File: src/hw/power_mode_pkg.sv
// shared constants and types for the power mode and reset controller
package power_mode_pkg;

  // clock and reset-pin filter timing
  localparam int CLK_PERIOD_NS     = 5;
  localparam int EXT_FILTER_NS     = 100;
  localparam int EXT_FILTER_CYCLES =
    (EXT_FILTER_NS + CLK_PERIOD_NS - 1) / CLK_PERIOD_NS;

  // register byte offsets on the bus
  localparam int         ADDR_W             = 5;
  localparam logic [4:0] OSC_CTRL_OFFSET    = 5'h00;
  localparam logic [4:0] RESET_CTRL_OFFSET  = 5'h04;
  localparam logic [4:0] MODE_STATUS_OFFSET = 5'h08;
  localparam logic [4:0] IRQ_STATUS_OFFSET  = 5'h0c;
  localparam logic [4:0] IRQ_MASK_OFFSET    = 5'h10;

  // field positions
  localparam int IDLE_SEL_BIT    = 7;
  localparam int SRC_SEL_LSB     = 0;
  localparam int POR_FLAG_BIT    = 1;
  localparam int STAT_STATE_LSB  = 0;
  localparam int STAT_SRC_LSB    = 4;
  localparam int STAT_PIN_BIT    = 6;
  localparam int STAT_PEND_BIT   = 7;

  // reset values
  localparam logic [7:0] OSC_CTRL_RESET = 8'h00;
  localparam logic       POR_FLAG_RESET = 1'b0;
  localparam logic [4:0] IRQ_MASK_RESET = 5'h00;

  // clock sources, also the index into the running and enable vectors
  localparam int         NUM_SOURCES   = 3;
  localparam logic [1:0] SRC_PRIMARY   = 2'h0;
  localparam logic [1:0] SRC_SECONDARY = 2'h1;
  localparam logic [1:0] SRC_INTERNAL  = 2'h2;

  // interrupt event bits
  localparam int EVT_W     = 5;
  localparam int EVT_IDLE  = 0;
  localparam int EVT_SLEEP = 1;
  localparam int EVT_WAKE  = 2;
  localparam int EVT_PIN   = 3;
  localparam int EVT_POR   = 4;

  typedef enum logic [1:0] {PM_RUN, PM_IDLE, PM_SLEEP} pm_state_e;

  // select 1x means the internal block whatever bit 0 holds
  function automatic logic [1:0] src_of(input logic [1:0] sel);
    src_of = sel[1] ? SRC_INTERNAL : sel;
  endfunction

endpackage

File: src/hw/reset_pin_filter.sv
// glitch filter for the external reset pin
`timescale 1ns/1ps
module reset_pin_filter #(
  parameter int FILTER_CYCLES = power_mode_pkg::EXT_FILTER_CYCLES
) (
  input  wire logic clk_sys,
  input  wire logic rst_b,
  input  wire logic pin_in,
  output logic      pin_filtered
);
  import power_mode_pkg::*;

  localparam int CNT_W = $clog2(FILTER_CYCLES + 1);
  localparam logic [CNT_W-1:0] CNT_LAST = CNT_W'(FILTER_CYCLES - 1);

  logic [CNT_W-1:0] stable_cnt;

  // count cycles the pin differs from the filtered level; short pulses
  // restart the count so they never reach the output
  always_ff @(posedge clk_sys or negedge rst_b) begin
    if (!rst_b) begin
      stable_cnt <= '0;
    end else if (pin_in == pin_filtered) begin
      stable_cnt <= '0;
    end else if (stable_cnt == CNT_LAST) begin
      stable_cnt <= '0;
    end else begin
      stable_cnt <= stable_cnt + CNT_W'(1);
    end
  end

  // filtered level idles high, the inactive level of the pin
  always_ff @(posedge clk_sys or negedge rst_b) begin
    if (!rst_b) begin
      pin_filtered <= 1'b1;
    end else if (pin_in != pin_filtered && stable_cnt == CNT_LAST) begin
      pin_filtered <= pin_in;
    end
  end
endmodule

File: src/hw/power_mode_and_reset_control.sv
// power mode selection, reset pin handling and power-on flag with bus regs
//
// Implementation choices: register access over Avalon-MM and the placing of the registers.
`timescale 1ns/1ps
module power_mode_and_reset_control #(
  parameter int FILTER_CYCLES = power_mode_pkg::EXT_FILTER_CYCLES
) (
  input  wire logic                                clk_sys,
  input  wire logic                                rst_b,
  // avalon-mm slave
  input  wire logic [power_mode_pkg::ADDR_W-1:0]   address,
  input  wire logic                                read,
  input  wire logic                                write,
  input  wire logic [31:0]                         writedata,
  input  wire logic [3:0]                          byteenable,
  output logic      [31:0]                         readdata,
  output logic                                     waitrequest,
  // cpu core
  input  wire logic                                sleep_exec,
  input  wire logic                                wake_event,
  // sources and supply
  input  wire logic [power_mode_pkg::NUM_SOURCES-1:0] source_running,
  input  wire logic                                supply_good,
  // external reset pin
  input  wire logic                                ext_reset_pin_in,
  output logic                                     ext_reset_pin_out,
  output logic                                     ext_reset_pin_oe,
  input  wire logic                                external_reset_pin_enable,
  output logic                                     pin_digital_in,
  // clock and reset control
  output logic                                     cpu_clk_en,
  output logic                                     periph_clk_en,
  output logic      [power_mode_pkg::NUM_SOURCES-1:0] clk_src_en,
  output logic      [2:0]                          internal_block_en,
  output logic                                     device_reset,
  output logic                                     por_pulse,
  output logic                                     irq
);
  import power_mode_pkg::*;

  logic [7:0]       osc_ctrl;
  logic             por_flag;
  logic [EVT_W-1:0] irq_status;
  logic [EVT_W-1:0] irq_mask;
  pm_state_e        pm_state;
  logic [1:0]       active_src;
  logic             supply_good_q;
  logic             pin_filtered;
  logic             por_event;
  logic             pin_hold;
  logic             init_req;
  logic             bus_wr;
  logic             lane0_wr;
  logic [1:0]       sel_src;
  logic             switch_pend;
  logic [EVT_W-1:0] events;

  // power-on reset on a rising supply-good level; the history starts high
  // so a supply already good at rst_b release is no second power-on
  always_ff @(posedge clk_sys or negedge rst_b) begin
    if (!rst_b) begin
      supply_good_q <= 1'b1;
    end else begin
      supply_good_q <= supply_good;
    end
  end
  assign por_event = supply_good & ~supply_good_q;

  reset_pin_filter #(
    .FILTER_CYCLES (FILTER_CYCLES)
  ) u_pin_filter (
    .clk_sys      (clk_sys),
    .rst_b        (rst_b),
    .pin_in       (ext_reset_pin_in),
    .pin_filtered (pin_filtered)
  );

  // pin resets only while the function is enabled
  assign pin_hold = external_reset_pin_enable & ~pin_filtered;
  assign init_req = pin_hold | por_event;

  // bus write strobe: effect at the edge waitrequest is low
  assign bus_wr   = write & ~waitrequest;
  assign lane0_wr = bus_wr & byteenable[0];
  assign sel_src  = src_of(osc_ctrl[SRC_SEL_LSB +: 2]);

  // one wait cycle per access, then a single acknowledge cycle
  always_ff @(posedge clk_sys or negedge rst_b) begin
    if (!rst_b) begin
      waitrequest <= 1'b1;
    end else if (waitrequest && (read || write)) begin
      waitrequest <= 1'b0;
    end else begin
      waitrequest <= 1'b1;
    end
  end

  // read data latched with the acknowledge; unmapped reads give zero
  always_ff @(posedge clk_sys or negedge rst_b) begin
    if (!rst_b) begin
      readdata <= '0;
    end else if (read && waitrequest) begin
      readdata <= '0;
      case (address)
        OSC_CTRL_OFFSET: begin
          readdata[7:0] <= osc_ctrl;
        end
        RESET_CTRL_OFFSET: begin
          readdata[POR_FLAG_BIT] <= por_flag;
        end
        MODE_STATUS_OFFSET: begin
          readdata[STAT_STATE_LSB +: 2] <= pm_state;
          readdata[STAT_SRC_LSB +: 2]   <= active_src;
          readdata[STAT_PIN_BIT]        <= pin_filtered;
          readdata[STAT_PEND_BIT]       <= switch_pend;
        end
        IRQ_STATUS_OFFSET: begin
          readdata[EVT_W-1:0] <= irq_status;
        end
        IRQ_MASK_OFFSET: begin
          readdata[EVT_W-1:0] <= irq_mask;
        end
        default: begin
          readdata <= '0;
        end
      endcase
    end
  end

  // control register: only bit 7 and bits 1:0 exist, the rest read zero
  always_ff @(posedge clk_sys or negedge rst_b) begin
    if (!rst_b) begin
      osc_ctrl <= OSC_CTRL_RESET;
    end else if (init_req) begin
      osc_ctrl <= OSC_CTRL_RESET;
    end else if (lane0_wr && address == OSC_CTRL_OFFSET) begin
      osc_ctrl[IDLE_SEL_BIT]     <= writedata[IDLE_SEL_BIT];
      osc_ctrl[SRC_SEL_LSB +: 2] <= writedata[SRC_SEL_LSB +: 2];
    end
  end

  // power-on flag: hardware only clears it, a pin reset leaves it alone
  always_ff @(posedge clk_sys or negedge rst_b) begin
    if (!rst_b) begin
      por_flag <= POR_FLAG_RESET;
    end else if (por_event) begin
      por_flag <= 1'b0;
    end else if (lane0_wr && address == RESET_CTRL_OFFSET) begin
      por_flag <= writedata[POR_FLAG_BIT];
    end
  end

  // active source follows the select once the target source runs;
  // a stopped target leaves the old clock in place until it starts
  always_ff @(posedge clk_sys or negedge rst_b) begin
    if (!rst_b) begin
      active_src <= SRC_PRIMARY;
    end else if (init_req) begin
      active_src <= SRC_PRIMARY;
    end else if (sel_src != active_src && source_running[sel_src]) begin
      active_src <= sel_src;
    end
  end
  assign switch_pend = sel_src != active_src;

  // mode state: idle and sleep only from a sleep instruction in run
  always_ff @(posedge clk_sys or negedge rst_b) begin
    if (!rst_b) begin
      pm_state <= PM_RUN;
    end else if (init_req) begin
      pm_state <= PM_RUN;
    end else begin
      case (pm_state)
        PM_RUN: begin
          if (sleep_exec) begin
            // idle select as it stands when the instruction runs
            pm_state <= osc_ctrl[IDLE_SEL_BIT] ? PM_IDLE
                                               : PM_SLEEP;
          end
        end
        PM_IDLE, PM_SLEEP: begin
          if (wake_event) begin
            pm_state <= PM_RUN;
          end
        end
        default: begin
          pm_state <= PM_RUN;
        end
      endcase
    end
  end

  // clock gating from the state; source held by active_src on wake
  always_ff @(posedge clk_sys or negedge rst_b) begin
    if (!rst_b) begin
      cpu_clk_en    <= 1'b1;
      periph_clk_en <= 1'b1;
    end else begin
      cpu_clk_en    <= pm_state == PM_RUN;
      periph_clk_en <= pm_state != PM_SLEEP;
    end
  end

  // one source enable per oscillator, all off in sleep
  generate
    for (genvar i = 0; i < NUM_SOURCES; i++) begin : g_src_en
      always_ff @(posedge clk_sys or negedge rst_b) begin
        if (!rst_b) begin
          clk_src_en[i] <= (i == int'(SRC_PRIMARY));
        end else begin
          clk_src_en[i] <= pm_state != PM_SLEEP &&
                           active_src == 2'(i);
        end
      end
    end
  endgenerate

  // internal block: fast oscillator, postscaler and slow rc together
  always_ff @(posedge clk_sys or negedge rst_b) begin
    if (!rst_b) begin
      internal_block_en <= 3'h0;
    end else begin
      internal_block_en <= {3{pm_state != PM_SLEEP &&
                              active_src == SRC_INTERNAL}};
    end
  end

  // reset outputs; the pin is an input only, never driven low
  always_ff @(posedge clk_sys or negedge rst_b) begin
    if (!rst_b) begin
      device_reset      <= 1'b1;
      por_pulse         <= 1'b0;
      ext_reset_pin_out <= 1'b0;
      ext_reset_pin_oe  <= 1'b0;
      pin_digital_in    <= 1'b0;
    end else begin
      device_reset      <= init_req;
      por_pulse         <= por_event;
      ext_reset_pin_out <= 1'b0;
      ext_reset_pin_oe  <= 1'b0;
      // plain input value, meaningful when the reset function is off
      pin_digital_in    <= ext_reset_pin_in & ~external_reset_pin_enable;
    end
  end

  // interrupt events
  assign events[EVT_IDLE]  = pm_state == PM_RUN && sleep_exec &&
                             osc_ctrl[IDLE_SEL_BIT] && !init_req;
  assign events[EVT_SLEEP] = pm_state == PM_RUN && sleep_exec &&
                             !osc_ctrl[IDLE_SEL_BIT] && !init_req;
  assign events[EVT_WAKE]  = pm_state != PM_RUN && wake_event && !init_req;
  assign events[EVT_PIN]   = pin_hold;
  assign events[EVT_POR]   = por_event;

  // sticky status, write one to clear; a new event beats the clear
  always_ff @(posedge clk_sys or negedge rst_b) begin
    if (!rst_b) begin
      irq_status <= '0;
    end else if (lane0_wr && address == IRQ_STATUS_OFFSET) begin
      irq_status <= (irq_status & ~writedata[EVT_W-1:0]) | events;
    end else begin
      irq_status <= irq_status | events;
    end
  end

  always_ff @(posedge clk_sys or negedge rst_b) begin
    if (!rst_b) begin
      irq_mask <= IRQ_MASK_RESET;
    end else if (lane0_wr && address == IRQ_MASK_OFFSET) begin
      irq_mask <= writedata[EVT_W-1:0];
    end
  end

  // level interrupt, one cycle behind the status
  always_ff @(posedge clk_sys or negedge rst_b) begin
    if (!rst_b) begin
      irq <= 1'b0;
    end else begin
      irq <= |(irq_status & irq_mask);
    end
  end
endmodule

File: config.mk
export PLATFORM = sky130hd
export DESIGN_NAME = power_mode_and_reset_control
export DESIGN_NICKNAME = d
export VERILOG_FILES = /design/src/hw/power_mode_pkg.sv /design/src/hw/reset_pin_filter.sv /design/src/hw/power_mode_and_reset_control.sv
export SDC_FILE = /design/constraint.sdc
export NUM_CORES = 1
export LEC_CHECK = 0
export BUFFER_PORTS_ARGS = -buffer_cell sky130_fd_sc_hd__buf_2
export CORE_MARGIN = 2
export CORE_UTILIZATION = 47
export CTS_CLUSTER_SIZE = 12
export DETAILED_ROUTE_END_ITERATION = 10
export PLACE_DENSITY_LB_ADDON = 0.05
export RECOVER_POWER = 50
export SYNTH_ARGS = -nofsm -noshare
export SYNTH_HDL_FRONTEND = slang
export SYNTH_SLANG_ARGS = --single-unit
File: constraint.sdc
create_clock -name clk_sys -period 1.9 [get_ports clk_sys]
set_clock_uncertainty 0.2 [all_clocks]
set_input_delay 0.38 -clock clk_sys [delete_from_list [all_inputs] [get_ports clk_sys]]
set_output_delay 0.38 -clock clk_sys [all_outputs]
set_load 0.01 [all_outputs]
* Word level (Yosys, flattened, before mapping)
Index checks and enable logic that the tools add are counted.
** Storage, ports and cells
- Register bits after elaboration :: 44
- Bits in latches :: 0
- Memory bits (writable) :: 0
- Memory bits (read-only) :: 0
- Output and inout port bits :: 47
- Logic and storage cells :: 109
- Memories kept :: 0
** Cells by class
- Add/sub/neg operators :: 1
- Multipliers :: 0
- Divide/modulo/power cells :: 0
- Order comparisons :: 1
- Eq/ne operators :: 15
- Shift operators :: 0
- Mux-type cells :: 25
- Bitwise gates (word level) :: 15
- Reductions and logical operators :: 31
** Operator list (number)
- $logic_and A1 B1 Y1 :: 18
- $mux W2 :: 9
- $mux W5 :: 3
- $and A5 B5 Y5 :: 2
- $eq A5 B4 Y1 const B :: 2
- $eq A5 B5 Y1 const B :: 2
- $or A5 B5 Y5 :: 2
- $pmux W2 S2 :: 2
- $reduce_bool A2 Y1 :: 4
- $mux W1 :: 6
- $ne A3 B3 Y1 const B :: 2
- $pmux W3 S2 :: 1
- $add A5 B1 Y5 const B :: 1
- $and A1 B1 Y1 :: 5
- $eq A5 B3 Y1 const B :: 1
- $logic_not A5 Y1 :: 1
- $not A5 Y5 :: 1
- $pmux W1 S5 :: 1
- $reduce_or A5 Y1 :: 1
- $eq A2 B1 Y1 const B :: 2
- $eq A2 B2 Y1 const B :: 2
- $logic_not A2 Y1 :: 2
- $not A1 Y1 :: 4
- $pmux W1 S4 :: 1
- other kinds (12) :: 13

* Logic depth before layout (Yosys ltp)
- Depth after elaboration :: 7
- Gate-level depth with buffers :: 6

* By module
Synthesis repeated with hierarchy kept, for this count alone.
** Unflattened totals
- Cells, all modules :: 211
- Area total of the unflattened synthesis :: 2174.6 µm²
** Modules (own cells, without submodules)
- power_mode_and_reset_control :: instances 1, cells an instance 189, area an instance 1900.6 µm², sequential area each 933.4 µm²
- reset_pin_filter :: instances 1, cells an instance 22, area an instance 274.0 µm², sequential area each 151.4 µm²

* Worst setup path after synthesis
Ideal clock, no wire load.
- Path type :: register -> register
- Start :: register waitrequest
- End :: register irq_mask[0]
- Library setup time :: 0.125 ns
- Data arrival time :: 1.306 ns
- Path slack :: 0.269 ns
- Stages on the path, launching flop included :: 5
- Cells stage by stage :: dfstp_2 and3b_1 and3_1 buf_6 mux2_4
** On the way
- Longest elaborated chain between the ends :: 4
** Ends and longest elaborated chain
- start: declaration :: RTL line power_mode_and_reset_control.sv:17 : output logic waitrequest,
- start signal: assignment :: RTL line power_mode_and_reset_control.sv:90 : waitrequest <= 1'b1;
- start signal: assignment :: RTL line power_mode_and_reset_control.sv:92 : waitrequest <= 1'b0;
- start signal: assignment :: RTL line power_mode_and_reset_control.sv:94 : waitrequest <= 1'b1;
- $not A1 Y1 :: RTL line power_mode_and_reset_control.sv:83 : assign bus_wr = write & ~waitrequest;
- $and A1 B1 Y1 :: RTL line power_mode_and_reset_control.sv:83
- $and A1 B1 Y1 :: RTL line power_mode_and_reset_control.sv:84 : assign lane0_wr = bus_wr & byteenable[0];
- $logic_and A1 B1 Y1 :: RTL line power_mode_and_reset_control.sv:269 : end else if (lane0_wr && address == IRQ_MASK_OFFSET) begin
- end signal: assignment :: RTL line power_mode_and_reset_control.sv:270 : irq_mask <= writedata[EVT_W-1:0];
- end: declaration :: RTL line power_mode_and_reset_control.sv:44 : logic [EVT_W-1:0] irq_mask;
Every way passes these cells.
A chain may end at the register's enable or synchronous reset.

* Worst setup path after layout
- Start :: input port supply_good
- End :: register irq_status[2]
** On the way
- Longest elaborated chain between the ends :: 6
** Ends and longest elaborated chain
- start: declaration :: RTL line power_mode_and_reset_control.sv:23 : input wire logic supply_good,
- $and A1 B1 Y1 * :: RTL line power_mode_and_reset_control.sv:67 : assign por_event = supply_good & ~supply_good_q;
- net por_event :: RTL line power_mode_and_reset_control.sv:49 : logic por_event;
- $or A1 B1 Y1 * :: RTL line power_mode_and_reset_control.sv:80 : assign init_req = pin_hold | por_event;
- $logic_not A1 Y1 * :: RTL line power_mode_and_reset_control.sv:251 : assign events[EVT_WAKE] = pm_state != PM_RUN && wake_event && !init_req;
- $logic_and A1 B1 Y1 * :: RTL line power_mode_and_reset_control.sv:251
- $or A5 B5 Y5, on equally long branches :: RTL line power_mode_and_reset_control.sv:262, power_mode_and_reset_control.sv:260
- $mux W5 * :: RTL line power_mode_and_reset_control.sv:259 : end else if (lane0_wr && address == IRQ_STATUS_OFFSET) begin
- end signal: assignment :: RTL line power_mode_and_reset_control.sv:260 : irq_status <= (irq_status & ~writedata[EVT_W-1:0]) | events;
- end signal: assignment :: RTL line power_mode_and_reset_control.sv:262 : irq_status <= irq_status | events;
- end: declaration :: RTL line power_mode_and_reset_control.sv:43 : logic [EVT_W-1:0] irq_status;
The timed path passes the listed nets; every way through them passes the cells marked *.

==> results.cfg <==
[outcome]
outcome = completed

[yosys]
yosysWarnings = 0
synth.top_cells.by_area = dfrtp_1 (41%), buf_4 (9.8%), dfstp_2 (8.3%), nand2_1 (3.6%), mux2_4 (3.4%)
synth_top_family_by_area = simple AND/OR/NAND/NOR gates
synth-seq-cells = 43
synthAdderAreaFrac = 0.0169
syn_avg_cell_area_um2 = 10.7
syn_inst = 207
synthMuxAreaShare = 0.0755
synth_compound_area_frac = 0.108
yosys.area_share.simple = 0.174
syn_area_um2 = 2220
synth_xor_area_frac = 0.00789
synth_top_area_frac = 0.406
yosysUniqueCellTypes = 45
async_flop_share = 1.00
synth_ff_type = dfrtp_1
ys_seq_area_frac = 0.489
yosys.area.top_type = dfrtp_1
synth_edf_count = 0

[clocking]
post_cts_buffers = 0
clock_latency_ns = 0.29
clk_pin_slew_worst_paths_ns = 0.07
clock-sinks = 43
htree_levels = 2
cts_tree = yes
numCtsBuffers = 5
cts-resized-gates = 0
cts_buffer_depth = 2
hold_buffers = 2
clockRootBuffer = clkbuf_8

[sta]
fmax_mhz = 552
whs_ns = 0.0513
slew-limit-headroom = 0.385
fin_crit_sh = 0.953
slew_viol_final = 0
worst_pin_slew_ns = 0.922
fin_setup_tns_ns = 0
finalSetupViolCount = 0
timing.final.crit_period_ns = 1.81
grt_setup_unrepaired = false
hold_violations = 0

[layout]
layout_common_cells = buf_2 (43), dfrtp_1 (36), conb_1 (26), nand2_1 (21), nor2_1 (13)
area_growth_pct = 12.9
final_common_cell = buf_2
drive_gt1_frac = 0.284
diodes = 0
layout.nets = 312
n_fill_cell = 448

[route]
wire_per_inst_um = 13.2
drtPass1Iterations = 4
num_vias = 1561
drc = 0
drt-total-wl_um = 4120
antenna_left = 0
vias_per_cell = 5.02
first_iter_violations = 40

[critical_path]
crit_arrival_ns = 1.84
cp_top_family = simple AND/OR/NAND/NOR gates
end_kind = flip-flop
worstReg2RegStart = waitrequest$_DFF_PN1_
cp.buffers_inverters = 2
worst_path_max_delay_cell = dlygate4sd3_1
critPathRequiredTime_ns = 1.93
cp_cell_sequence = dlygate4sd3_1 > clkbuf_1 > nor2b_2 > or2_1 > nor3b_1 > a21o_1
crit_type = input pin to flip-flop
crit_start = supply_good
cp_max_fo = 4
worst_setup_path_start_kind = input pin
cpPeakStageDelay_ns = 0.53

[grt]
grt_pass1_vias = 1367
grt_max_degree = 44
grt-ovfl-total = 0
antenna_found_initial = 0
grt_pass1_wl_um = 6560
grt_use_total = 0.163

[hold_path]
min_from = external_reset_pin_enable
holdCritPathClass = input pin to flip-flop

[pwr]
irDropWorstVdd_mv = 0.538
power_leakage_nw = 1.22
p_per_area_nw_per_um2 = 733

[die]
core.rowCount = 25
die_area_um2 = 5290
die_w_um = 72.7
start_util = 0.479
coreArea_um2 = 4630
pin_count = 100
die_y_um = 72.7

[placement]
finalWeightedCongestion = 0.753
port_buffers = 44
dpl.hpwl_um = 3110

[flow_run]
maxCapViolations = 0
-- final timing paths --
path / depth (start not counted) / end / slack [ns]
max: 6 / irq_status[2]$_DFF_PN0_ / 0.09
max reg2reg: 4 / irq_mask[2]$_DFFE_PN0P_ / 0.19
max in group asynchronous: 3 / irq_mask[3]$_DFFE_PN0P_ / 0.29
min in group asynchronous: 3 / active_src[1]$_DFFE_PN0P_ / 0.65
min: 2 / pin_digital_in$_DFF_PN0_ / 0.05
min reg2reg: 2 / readdata[4]$_DFFE_PN0P_ / 0.27
-- stage by stage --
stage | setup WS (ns) | utilization | cell area [µm²] | power [mW] | cells
global route | 0.0261 | 0.541 | 2510 | 1.94 | 311
finish | 0.0892 | 0.541 | 2510 | 1.84 | 311
detailed placement | 0.205 | 0.519 | 2400 | 1.24 | 301
global placement | 0.196 | 0.519 | 2400 | 1.24 | 301
CTS | 0.0554 | 0.545 | 2520 | 1.87 | 311
floorplan | 0.269 | - | 2310 | 1.18 | 232
-- sequential cells by signal, summed over array words and instances, names as in the netlist, 2 cells and up --
signal                   count
active_src                   2
clk_src_en                   2
irq_mask                     5
irq_status                   5
osc_ctrl                     3
pm_state                     2
readdata                     8
u_pin_filter.stable_cnt      5
-- worst register-to-register path, delay by kind of cell, from the launching register on --
kind,cells,cell delay [ns]
buffers and inverters,1,0.14
DFF,1,0.55
and+or+nand+nor,2,0.42
muxes,1,0.29
-- cells in the mapped netlist (5+ instances only) --
master,instances
dfrtp_1,36
o21ai_0,11
dfstp_2,7
nand2_1,21
inv_1,6
nor2_1,13
mux2i_1,7
mux2_4,5
buf_4,29
a22oi_1,8
-- per-layer routing --
layer	track usage	vias up	part of all wire
li1	-	766	-
met1	0.230	745	0.49
met2	0.240	45	0.45
met3	0.0483	5	0.049
met4	0.0556	0	0.014
met5	0	-	0
-- logic make-up (layout without fill, tap and decap cells) --
family | count (synthesis) | in the layout
compound gates | 35 | 35
xor+xnor | 2 | 2
fa+ha+maj | 3 | 3
buf+inv | 40 | 65
flops | 43 | 43
mux | 14 | 14
other cells | 1 | 26
simple gates | 69 | 69
-- layout make-up --
type                       instances  area, µm²  area share
sequential                        43       1080       0.433
multi-input combinational        149        946       0.377
timing repair buffer              51        285       0.114
clock buffer                       8        100      0.0399
tap                               54       67.6      0.0270
inverter                           6       22.5     0.00899
-- report_power, final --
part / switching, mW / leakage (nW) / internal, mW
registers: 0.0299 / 0.548 / 0.965
logic: 0.131 / 0.619 / 0.0919
clock network: 0.289 / 0.0515 / 0.332
(Power assumes the default switching activity.)
